## src/line_event_pkg.sv

```systemverilog
// Package for the per-channel line event interrupt mask block.
// Assumes an 8-bit register port with byte addresses and four channels.
package line_event_pkg;
  localparam int CHANNELS = 4;
  localparam logic [7:0] CHANNEL_STRIDE = 8'h40;
  localparam logic [7:0] STATUS_EVENT_MASK_OFS = 8'h11;
  localparam logic [7:0] ERROR_EVENT_MASK_OFS = 8'h12;
  localparam logic [7:0] EVENT_EDGE_SELECT_OFS = 8'h13;
  localparam logic [7:0] MASK_RESET = 8'hff;
  localparam logic [7:0] EDGE_SELECT_RESET = 8'h00;
  localparam logic [7:0] CHANNEL_OFS_MASK = 8'h3f;

  // Bit positions of the line status events, shared by mask and edge select.
  localparam int EQUALIZER_RANGE_BIT = 7;
  localparam int LOOP_ACTIVATE_CODE_BIT = 6;
  localparam int LOOP_DEACTIVATE_CODE_BIT = 5;
  localparam int PATTERN_SYNC_BIT = 4;
  localparam int TX_CLOCK_LOSS_BIT = 3;
  localparam int DRIVER_FAULT_BIT = 2;
  localparam int ALARM_INDICATION_BIT = 1;
  localparam int SIGNAL_LOSS_BIT = 0;

  // Bit positions of the error and counter events.
  localparam int CONVERTER_OVERFLOW_BIT = 7;
  localparam int JITTER_BUFFER_OVERFLOW_BIT = 6;
  localparam int JITTER_BUFFER_UNDERFLOW_BIT = 5;
  localparam int PATTERN_ERROR_BIT = 4;
  localparam int EXCESS_ZEROS_BIT = 3;
  localparam int CODE_VIOLATION_BIT = 2;
  localparam int SECOND_TIMER_BIT = 1;
  localparam int COUNTER_OVERFLOW_BIT = 0;

  typedef struct packed {
    logic [7:0] status_event_mask;
    logic [7:0] error_event_mask;
    logic [7:0] event_edge_select;
  } channel_regs_s;

  typedef struct packed {
    logic write;
    logic read;
    logic [7:0] addr;
    logic [7:0] wdata;
  } reg_req_s;
endpackage

```

## src/line_event_interrupt_mask.sv

```systemverilog
// Per-channel interrupt masks and trigger edge selection for four line channels.
// Assumes status and error inputs are synchronous to i_clk; an error event
// input is a one-cycle pulse from its detector.
// Operation
// - A line status event interrupt is enabled when its mask bit is 0 and suppressed when 1.
// - Every mask bit of both mask registers resets to 1.
// - The second mask register masks the eight error and counter events, 0 enabling each.
// - With edge select 0 a status event is raised only on a 0 to 1 status change.
// - With edge select 1 a status event is raised on any status change.
// - The edge select register follows the first mask bit order and resets to 0.
// - Each channel has its own register copies at offsets 11H, 12H, 13H plus 40H per channel.
// - Status events qualify from the real-time status bit; status and error events interrupt only while unmasked.
`timescale 1ns/1ps
`default_nettype none
module line_event_interrupt_mask #(
  parameter int CHANNELS = line_event_pkg::CHANNELS
) (
  input wire logic i_clk,
  input wire logic i_rst_n,
  input wire logic i_reg_write,
  input wire logic i_reg_read,
  input wire logic [7:0] i_reg_addr,
  input wire logic [7:0] i_reg_wdata,
  output logic [7:0] o_reg_rdata,
  input wire logic [CHANNELS-1:0][7:0] i_line_status_word,
  input wire logic [CHANNELS-1:0][7:0] i_error_event,
  input wire logic [CHANNELS-1:0] i_status_service,
  input wire logic [CHANNELS-1:0] i_error_service,
  output logic [CHANNELS-1:0][7:0] o_status_pending,
  output logic [CHANNELS-1:0][7:0] o_error_pending,
  output logic o_irq
);
  line_event_pkg::channel_regs_s [CHANNELS-1:0] regs_reg, regs_next;
  logic [CHANNELS-1:0][7:0] status_prev_reg, status_prev_next;
  logic [CHANNELS-1:0][7:0] status_pend_reg, status_pend_next;
  logic [CHANNELS-1:0][7:0] error_pend_reg, error_pend_next;
  logic [7:0] rdata_reg, rdata_next;
  logic irq_reg, irq_next;
  line_event_pkg::reg_req_s req;

  assign req = '{write: i_reg_write, read: i_reg_read, addr: i_reg_addr, wdata: i_reg_wdata};

  // Channel number sits in address bits 7:6, the register in bits 5:0.
  function automatic logic [1:0] chan_of(input logic [7:0] addr);
    chan_of = addr[7:6];
  endfunction

  function automatic logic [7:0] local_of(input logic [7:0] addr);
    local_of = addr & line_event_pkg::CHANNEL_OFS_MASK;
  endfunction

  // True when the address selects one of the implemented channels. With the channel
  // in two address bits, a larger channel count would need a wider address port.
  function automatic logic chan_hit(input logic [7:0] addr);
    chan_hit = int'(chan_of(addr)) < CHANNELS;
  endfunction

  // Rising changes always qualify; falling ones only where the select bit is 1.
  function automatic logic [7:0] edge_events(input logic [7:0] now_word,
      input logic [7:0] prev_word, input logic [7:0] both_edges);
    edge_events = (now_word & ~prev_word)
      | (~now_word & prev_word & both_edges);
  endfunction

  // A pending bit reaches the request only while its mask bit is 0.
  function automatic logic [7:0] unmasked(input logic [7:0] pend, input logic [7:0] mask);
    unmasked = pend & ~mask;
  endfunction

  // The clear is applied before the new events are added, so an event that arrives
  // together with its service pulse is kept rather than lost.
  function automatic logic [7:0] sticky(input logic [7:0] pend, input logic clear,
      input logic [7:0] set);
    sticky = (clear ? 8'h00 : pend) | set;
  endfunction

  // Register file: one write port serves the copies of every channel.
  always_comb begin
    regs_next = regs_reg;
    if (req.write && chan_hit(req.addr)) begin
      case (local_of(req.addr))
        line_event_pkg::STATUS_EVENT_MASK_OFS: begin
          regs_next[chan_of(req.addr)].status_event_mask = req.wdata;
        end
        line_event_pkg::ERROR_EVENT_MASK_OFS: begin
          regs_next[chan_of(req.addr)].error_event_mask = req.wdata;
        end
        line_event_pkg::EVENT_EDGE_SELECT_OFS: begin
          regs_next[chan_of(req.addr)].event_edge_select = req.wdata;
        end
        default: begin
        end
      endcase
    end
  end

  always_ff @(posedge i_clk or negedge i_rst_n) begin
    if (!i_rst_n) begin
      for (int c = 0; c < CHANNELS; c++) begin
        regs_reg[c].status_event_mask <= line_event_pkg::MASK_RESET;
        regs_reg[c].error_event_mask <= line_event_pkg::MASK_RESET;
        regs_reg[c].event_edge_select <= line_event_pkg::EDGE_SELECT_RESET;
      end
    end else begin
      regs_reg <= regs_next;
    end
  end

  // Reads are registered; the word stands until the next read strobe, and
  // offsets that hold no register read as zero so software sees a clean value.
  always_comb begin
    rdata_next = rdata_reg;
    if (req.read) begin
      rdata_next = 8'h00;
      if (chan_hit(req.addr)) begin
        case (local_of(req.addr))
          line_event_pkg::STATUS_EVENT_MASK_OFS: begin
            rdata_next = regs_reg[chan_of(req.addr)].status_event_mask;
          end
          line_event_pkg::ERROR_EVENT_MASK_OFS: begin
            rdata_next = regs_reg[chan_of(req.addr)].error_event_mask;
          end
          line_event_pkg::EVENT_EDGE_SELECT_OFS: begin
            rdata_next = regs_reg[chan_of(req.addr)].event_edge_select;
          end
          default: begin
          end
        endcase
      end
    end
  end

  always_ff @(posedge i_clk or negedge i_rst_n) begin
    if (!i_rst_n) begin
      rdata_reg <= 8'h00;
    end else begin
      rdata_reg <= rdata_next;
    end
  end

  // The copy restarts at zero, so a status bit that is already high at reset
  // release counts as a rising change on the first edge.
  always_comb begin
    status_prev_next = i_line_status_word;
  end

  always_ff @(posedge i_clk or negedge i_rst_n) begin
    if (!i_rst_n) begin
      for (int c = 0; c < CHANNELS; c++) begin
        status_prev_reg[c] <= 8'h00;
      end
    end else begin
      status_prev_reg <= status_prev_next;
    end
  end

  // Status events compare each real-time word with its copy from the previous cycle.
  always_comb begin
    status_pend_next = status_pend_reg;
    for (int c = 0; c < CHANNELS; c++) begin
      status_pend_next[c] = sticky(status_pend_reg[c], i_status_service[c],
        edge_events(i_line_status_word[c], status_prev_reg[c],
        regs_reg[c].event_edge_select));
    end
  end

  always_ff @(posedge i_clk or negedge i_rst_n) begin
    if (!i_rst_n) begin
      for (int c = 0; c < CHANNELS; c++) begin
        status_pend_reg[c] <= 8'h00;
      end
    end else begin
      status_pend_reg <= status_pend_next;
    end
  end

  // Error events arrive as pulses from their detectors and are latched directly;
  // a level held high keeps setting the pending bit every cycle.
  always_comb begin
    error_pend_next = error_pend_reg;
    for (int c = 0; c < CHANNELS; c++) begin
      error_pend_next[c] = sticky(error_pend_reg[c], i_error_service[c], i_error_event[c]);
    end
  end

  always_ff @(posedge i_clk or negedge i_rst_n) begin
    if (!i_rst_n) begin
      for (int c = 0; c < CHANNELS; c++) begin
        error_pend_reg[c] <= 8'h00;
      end
    end else begin
      error_pend_reg <= error_pend_next;
    end
  end

  // Pending bits latch even while masked; the mask gates only the request, so
  // clearing a mask bit later raises the request for an event already seen.
  always_comb begin
    logic [7:0] qual;
    qual = 8'h00;
    irq_next = 1'b0;
    for (int c = 0; c < CHANNELS; c++) begin
      qual = unmasked(status_pend_reg[c], regs_reg[c].status_event_mask)
        | unmasked(error_pend_reg[c], regs_reg[c].error_event_mask);
      irq_next = irq_next | (|qual);
    end
  end

  always_ff @(posedge i_clk or negedge i_rst_n) begin
    if (!i_rst_n) begin
      irq_reg <= 1'b0;
    end else begin
      irq_reg <= irq_next;
    end
  end

  assign o_reg_rdata = rdata_reg;
  assign o_status_pending = status_pend_reg;
  assign o_error_pending = error_pend_reg;
  assign o_irq = irq_reg;
endmodule
`default_nettype wire

```

## config.mk

```make
export PLATFORM = sky130hd
export DESIGN_NAME = line_event_interrupt_mask
export DESIGN_NICKNAME = d
export VERILOG_FILES = /design/src/line_event_pkg.sv /design/src/line_event_interrupt_mask.sv
export SDC_FILE = /design/constraint.sdc
export NUM_CORES = 1
export LEC_CHECK = 0
export BUFFER_PORTS_ARGS = -buffer_cell sky130_fd_sc_hd__buf_2
export CORE_UTILIZATION = 60
export DETAILED_ROUTE_END_ITERATION = 16
export GPL_TIMING_DRIVEN = 1
export PLACE_DENSITY = 0.85
export SKIP_LAST_GASP = 1
export SLEW_MARGIN = 20
export SYNTH_ARGS = -nofsm -noshare
export SYNTH_HDL_FRONTEND = slang
export SYNTH_SLANG_ARGS = --single-unit
```

## constraint.sdc

```tcl
create_clock -name i_clk -period 3 [get_ports i_clk]
set_input_delay 0.15 -clock i_clk [delete_from_list [all_inputs] [get_ports i_clk]]
set_output_delay 0.15 -clock i_clk [all_outputs]
set_load 0.01 [all_outputs]
```

==> run summary <==
The finished layout holds 1,063 standard cells, fillers aside. The number of search-and-repair iterations in the first detailed-routing pass is 5, and the chip height is 123 µm. The area of the die is 15,000 µm², and the per-cell via count in the routed design is 6.37. The Yosys step of the flow raised 0 warnings. The post-route netlist has 44.5% of its cells at a drive strength greater than 1. For the area of the mapped netlist, the log shows 8720 µm².

The net count after synthesis is 733, and the number of buffers created by CTS is 21. The routed design uses 12,600 µm of met2 wire. For the pin with the worst max-slew slack, the measured transition is 1.02 ns. For this run the aggregate overflow at the end of global routing stands at 0. The net count reported at finish is 960, and the count of distinct cell types in the synthesized netlist is 29. The max-capacitance violation count came out at 0.

Across all hold checks on the routed design, the worst slack comes to 0.0709 ns. Clock skew on the completed layout was measured at 0.0154 ns. The worst path needs 1.92 ns of the cycle, external delays included.

The width of the die works out to 123 µm. The synthesized design spends more area on one cell type than any other, namely sky130_fd_sc_hd__dfrtp_1. The post-synthesis compound-gate area fraction works out to 9.01%. The category of the worst setup path capture point was a register. Along the worst path, the maximum fanout reaches 3. The start-to-end type of the worst setup path was reg2reg.

The first global-routing pass estimated 38,400 µm of wire. Total routed wire length on the met1 layer: 9270 µm. Element type at the critical path start: a register.

The tools report the total count of max-transition violations in the final report as 0. Synthesis inferred 201 register bits. The number of antenna diodes in the final layout is 0. Power spread over the standard cell area amounts to 569 nW/µm². The leakage power of the design is 0.00518 µW, and the number of placement rows is 43. The number of H-tree levels was 1. STA puts the critical path data arrival time at 2.21 ns.

The cell count after synthesis is 641, and the data required time at the worst endpoint is 3.30 ns. The tools report the number of global-route vias before repair as 6,927. The wire length after detailed routing came out at 25,400 µm. Entering global routing, the biggest net connects 80 pins.

In this run, the number of DRC markers left after iteration 0 of detailed routing was 667. The number of antenna violations at the first check in global routing came out at 0. Global routing used 35.1% of the available tracks across all layers.

The fraction of the cycle the final worst path needs is 63.9%, and the area share of xor/xnor cells in the synthesized design is 0%. After detailed routing, the average wire length per cell comes to 23.9 µm. Setup slack on the worst reg-to-reg path comes out at 1.08 ns.

For the share of the core filled with cells, the log shows 78.4%. The logs give 0 for the DRC violation count after routing and 0 for the remaining antenna violation count after routing. The total vias in the final route was 6,766. Measured against the total synthesized area, the mux share comes to 18.6%.

The tightest min-delay check is of the in2reg type. After clock tree synthesis, the flow added hold-fix buffers numbering 65. The share of Yosys cell area claimed by the top area cell type was 39.3%. Detailed placement finished with a half-perimeter wire length of 16,900 µm. The largest family of logic cells by synthesized area is multiplexers. Once the floorplan was initialized, standard cells occupied 62.1% of the core. The tree is rooted in a sky130_fd_sc_hd__clkbuf_16.

Clock-pin slew was measured on the worst setup and hold paths at 0.06 ns. 165 I/O pins were placed. After Yosys synthesis, full adders, half adders and majority gates account for 0% of the synthesized area. In this run the standard cell core region covers 14,000 µm². The worst-case IR drop observed on VDD is 0.487 mV. The run gives 0 ns as the setup TNS. The flow ran to the end, and the final reports show no timing, DRC or antenna violations. TritonCTS built the clock tree. The cell count after placement is 960, and the area added between synthesis and finish is 26.2%.

The design draws 6260 µW. Timing would allow up to 0.522 GHz. In this run the mean area of a mapped cell was 13.6 µm². The sequential element share of the synthesized area was 58.6%. For the count of instances resized after the clock tree is built, the log shows 0. The later pin in the worst-skew pair is clocked with a latency of 0.50 ns. Routability-driven placement finished with a final weighted congestion of 0.888. Setup repair after global routing left no endpoint under its margin. The hold violation total from the final report is 0, and the remaining max-slew budget at the tightest pin is 32.2%. Counting every sink on the clock net gives 201. By area the synthesized netlist is led by sky130_fd_sc_hd__dfrtp_1 39%, sky130_fd_sc_hd__dfstp_2 19%, sky130_fd_sc_hd__mux2_2 12%. Summed over all nets, wire length on met3 after detailed routing comes to 2350 µm. The maximum number of buffers from clock root to sink is 3, and the simple-gate share of the synthesized area is 9.38%. The number of setup buffers added after CTS came out at 0.

The count of input and output buffers is 164, and the total setup violations reported at the end of the flow is 0. After detailed routing, no signal wire sits above met4.
power by group:
group / total (µW) / internal [µW] / switching (µW)
Combinational: 674 / 312 / 361
Sequential: 3040 / 2900 / 138
Clock: 2550 / 1510 / 1040
Total: 6260 / 4720 / 1540
area by class of cell:
type,count,area [µm²]
Clock inverter,4,48.8
Fill cell,788,3030
Inverter,69,259
Clock buffer,34,624
Tap cell,180,225
Timing Repair Buffer,232,1520
Multi-Input combinational cell,343,3230
Sequential cell,201,5110
per-layer routing:
layer / vias up / track usage (%)
li1: 2802 / -
met1: 3421 / 44.9
met2: 444 / 58.2
met3: 99 / 7.06
met4: 0 / 15.4
met5: - / 0.694
worst max-delay path: stages (launching register included):
cell	delay (ns)
sky130_fd_sc_hd__dfstp_2	0.54
sky130_fd_sc_hd__nand2b_1	0.19
sky130_fd_sc_hd__o2111ai_1	0.13
sky130_fd_sc_hd__nor4_1	0.59
sky130_fd_sc_hd__nand4_1	0.25
final timing paths:
path	from	cells after the start	end
max	register	4	o_irq
min	i_error_service[3]	3	o_error_pending[29]
max reg2reg	register	4	o_irq
min reg2reg	o_reg_rdata[5]	1	o_reg_rdata[5]
max in group asynchronous	i_rst_n	3	status_prev_reg[23]
min in group asynchronous	i_rst_n	2	o_error_pending[17]
cells by family (layout without fill, tap and decap cells):
kind of cell    Yosys count  in the layout
simple gates            126            126
mux                     120            120
flops                   201            201
compound gates           97             97
buf+inv                  97            339
synthesized netlist by cell type (all sizes together):
cell and number:
a21oi 6, nand4 11, o221ai 32, inv 69, nor4 4, mux2 96
a221o 6, nor2 8, a21o 34, and2 1, o2111ai 16, nor4b 1
clkbuf 18, dfrtp 137, nand4b 11, nand2 2, nor3 2, nor2b 1
nand3 35, buf 10, mux4 24, o211ai 1, a31oi 2, dfstp 64
nand2b 50
cells in the final DEF (no fill, tap or decap), types with 2 or more instances in the layout:
cell type / synthesis / final
sky130_fd_sc_hd__clkbuf_1: 18 / 8
sky130_fd_sc_hd__dfrtp_1: 137 / 137
sky130_fd_sc_hd__o221ai_1: 32 / 32
sky130_fd_sc_hd__dfstp_2: 64 / 64
sky130_fd_sc_hd__nand2_1: 2 / 2
sky130_fd_sc_hd__nand3_1: 35 / 35
sky130_fd_sc_hd__buf_2: 6 / 163
sky130_fd_sc_hd__nand4_1: 10 / 10
sky130_fd_sc_hd__a31oi_1: 2 / 2
sky130_fd_sc_hd__clkbuf_8: 0 / 6
sky130_fd_sc_hd__nand4b_1: 9 / 9
sky130_fd_sc_hd__nand2b_1: 50 / 50
sky130_fd_sc_hd__mux2_2: 96 / 96
sky130_fd_sc_hd__clkbuf_16: 0 / 21
sky130_fd_sc_hd__dlygate4sd3_1: 0 / 65
sky130_fd_sc_hd__clkinv_2: 0 / 2
sky130_fd_sc_hd__a21oi_1: 6 / 6
sky130_fd_sc_hd__buf_4: 4 / 2
sky130_fd_sc_hd__nand4b_2: 2 / 2
sky130_fd_sc_hd__mux4_2: 24 / 24
sky130_fd_sc_hd__o2111ai_1: 16 / 16
sky130_fd_sc_hd__nor3_4: 2 / 2
sky130_fd_sc_hd__nor2_2: 6 / 6
sky130_fd_sc_hd__a21o_1: 34 / 34
sky130_fd_sc_hd__nor4_1: 4 / 4
sky130_fd_sc_hd__nor2_1: 2 / 2
sky130_fd_sc_hd__inv_1: 69 / 69
sky130_fd_sc_hd__a221o_1: 6 / 6
stage by stage:
step | setup WS [ns] | instance area, µm²
6_report | 1.08 | 11000
5_1_grt | 1.08 | 11000
4_1_cts | 1.24 | 11000
3_5_place_dp | 0.736 | 9680
3_3_place_gp | 0.858 | 9680
2_1_floorplan | 1.36 | 8720
(Power assumes the default switching activity.)
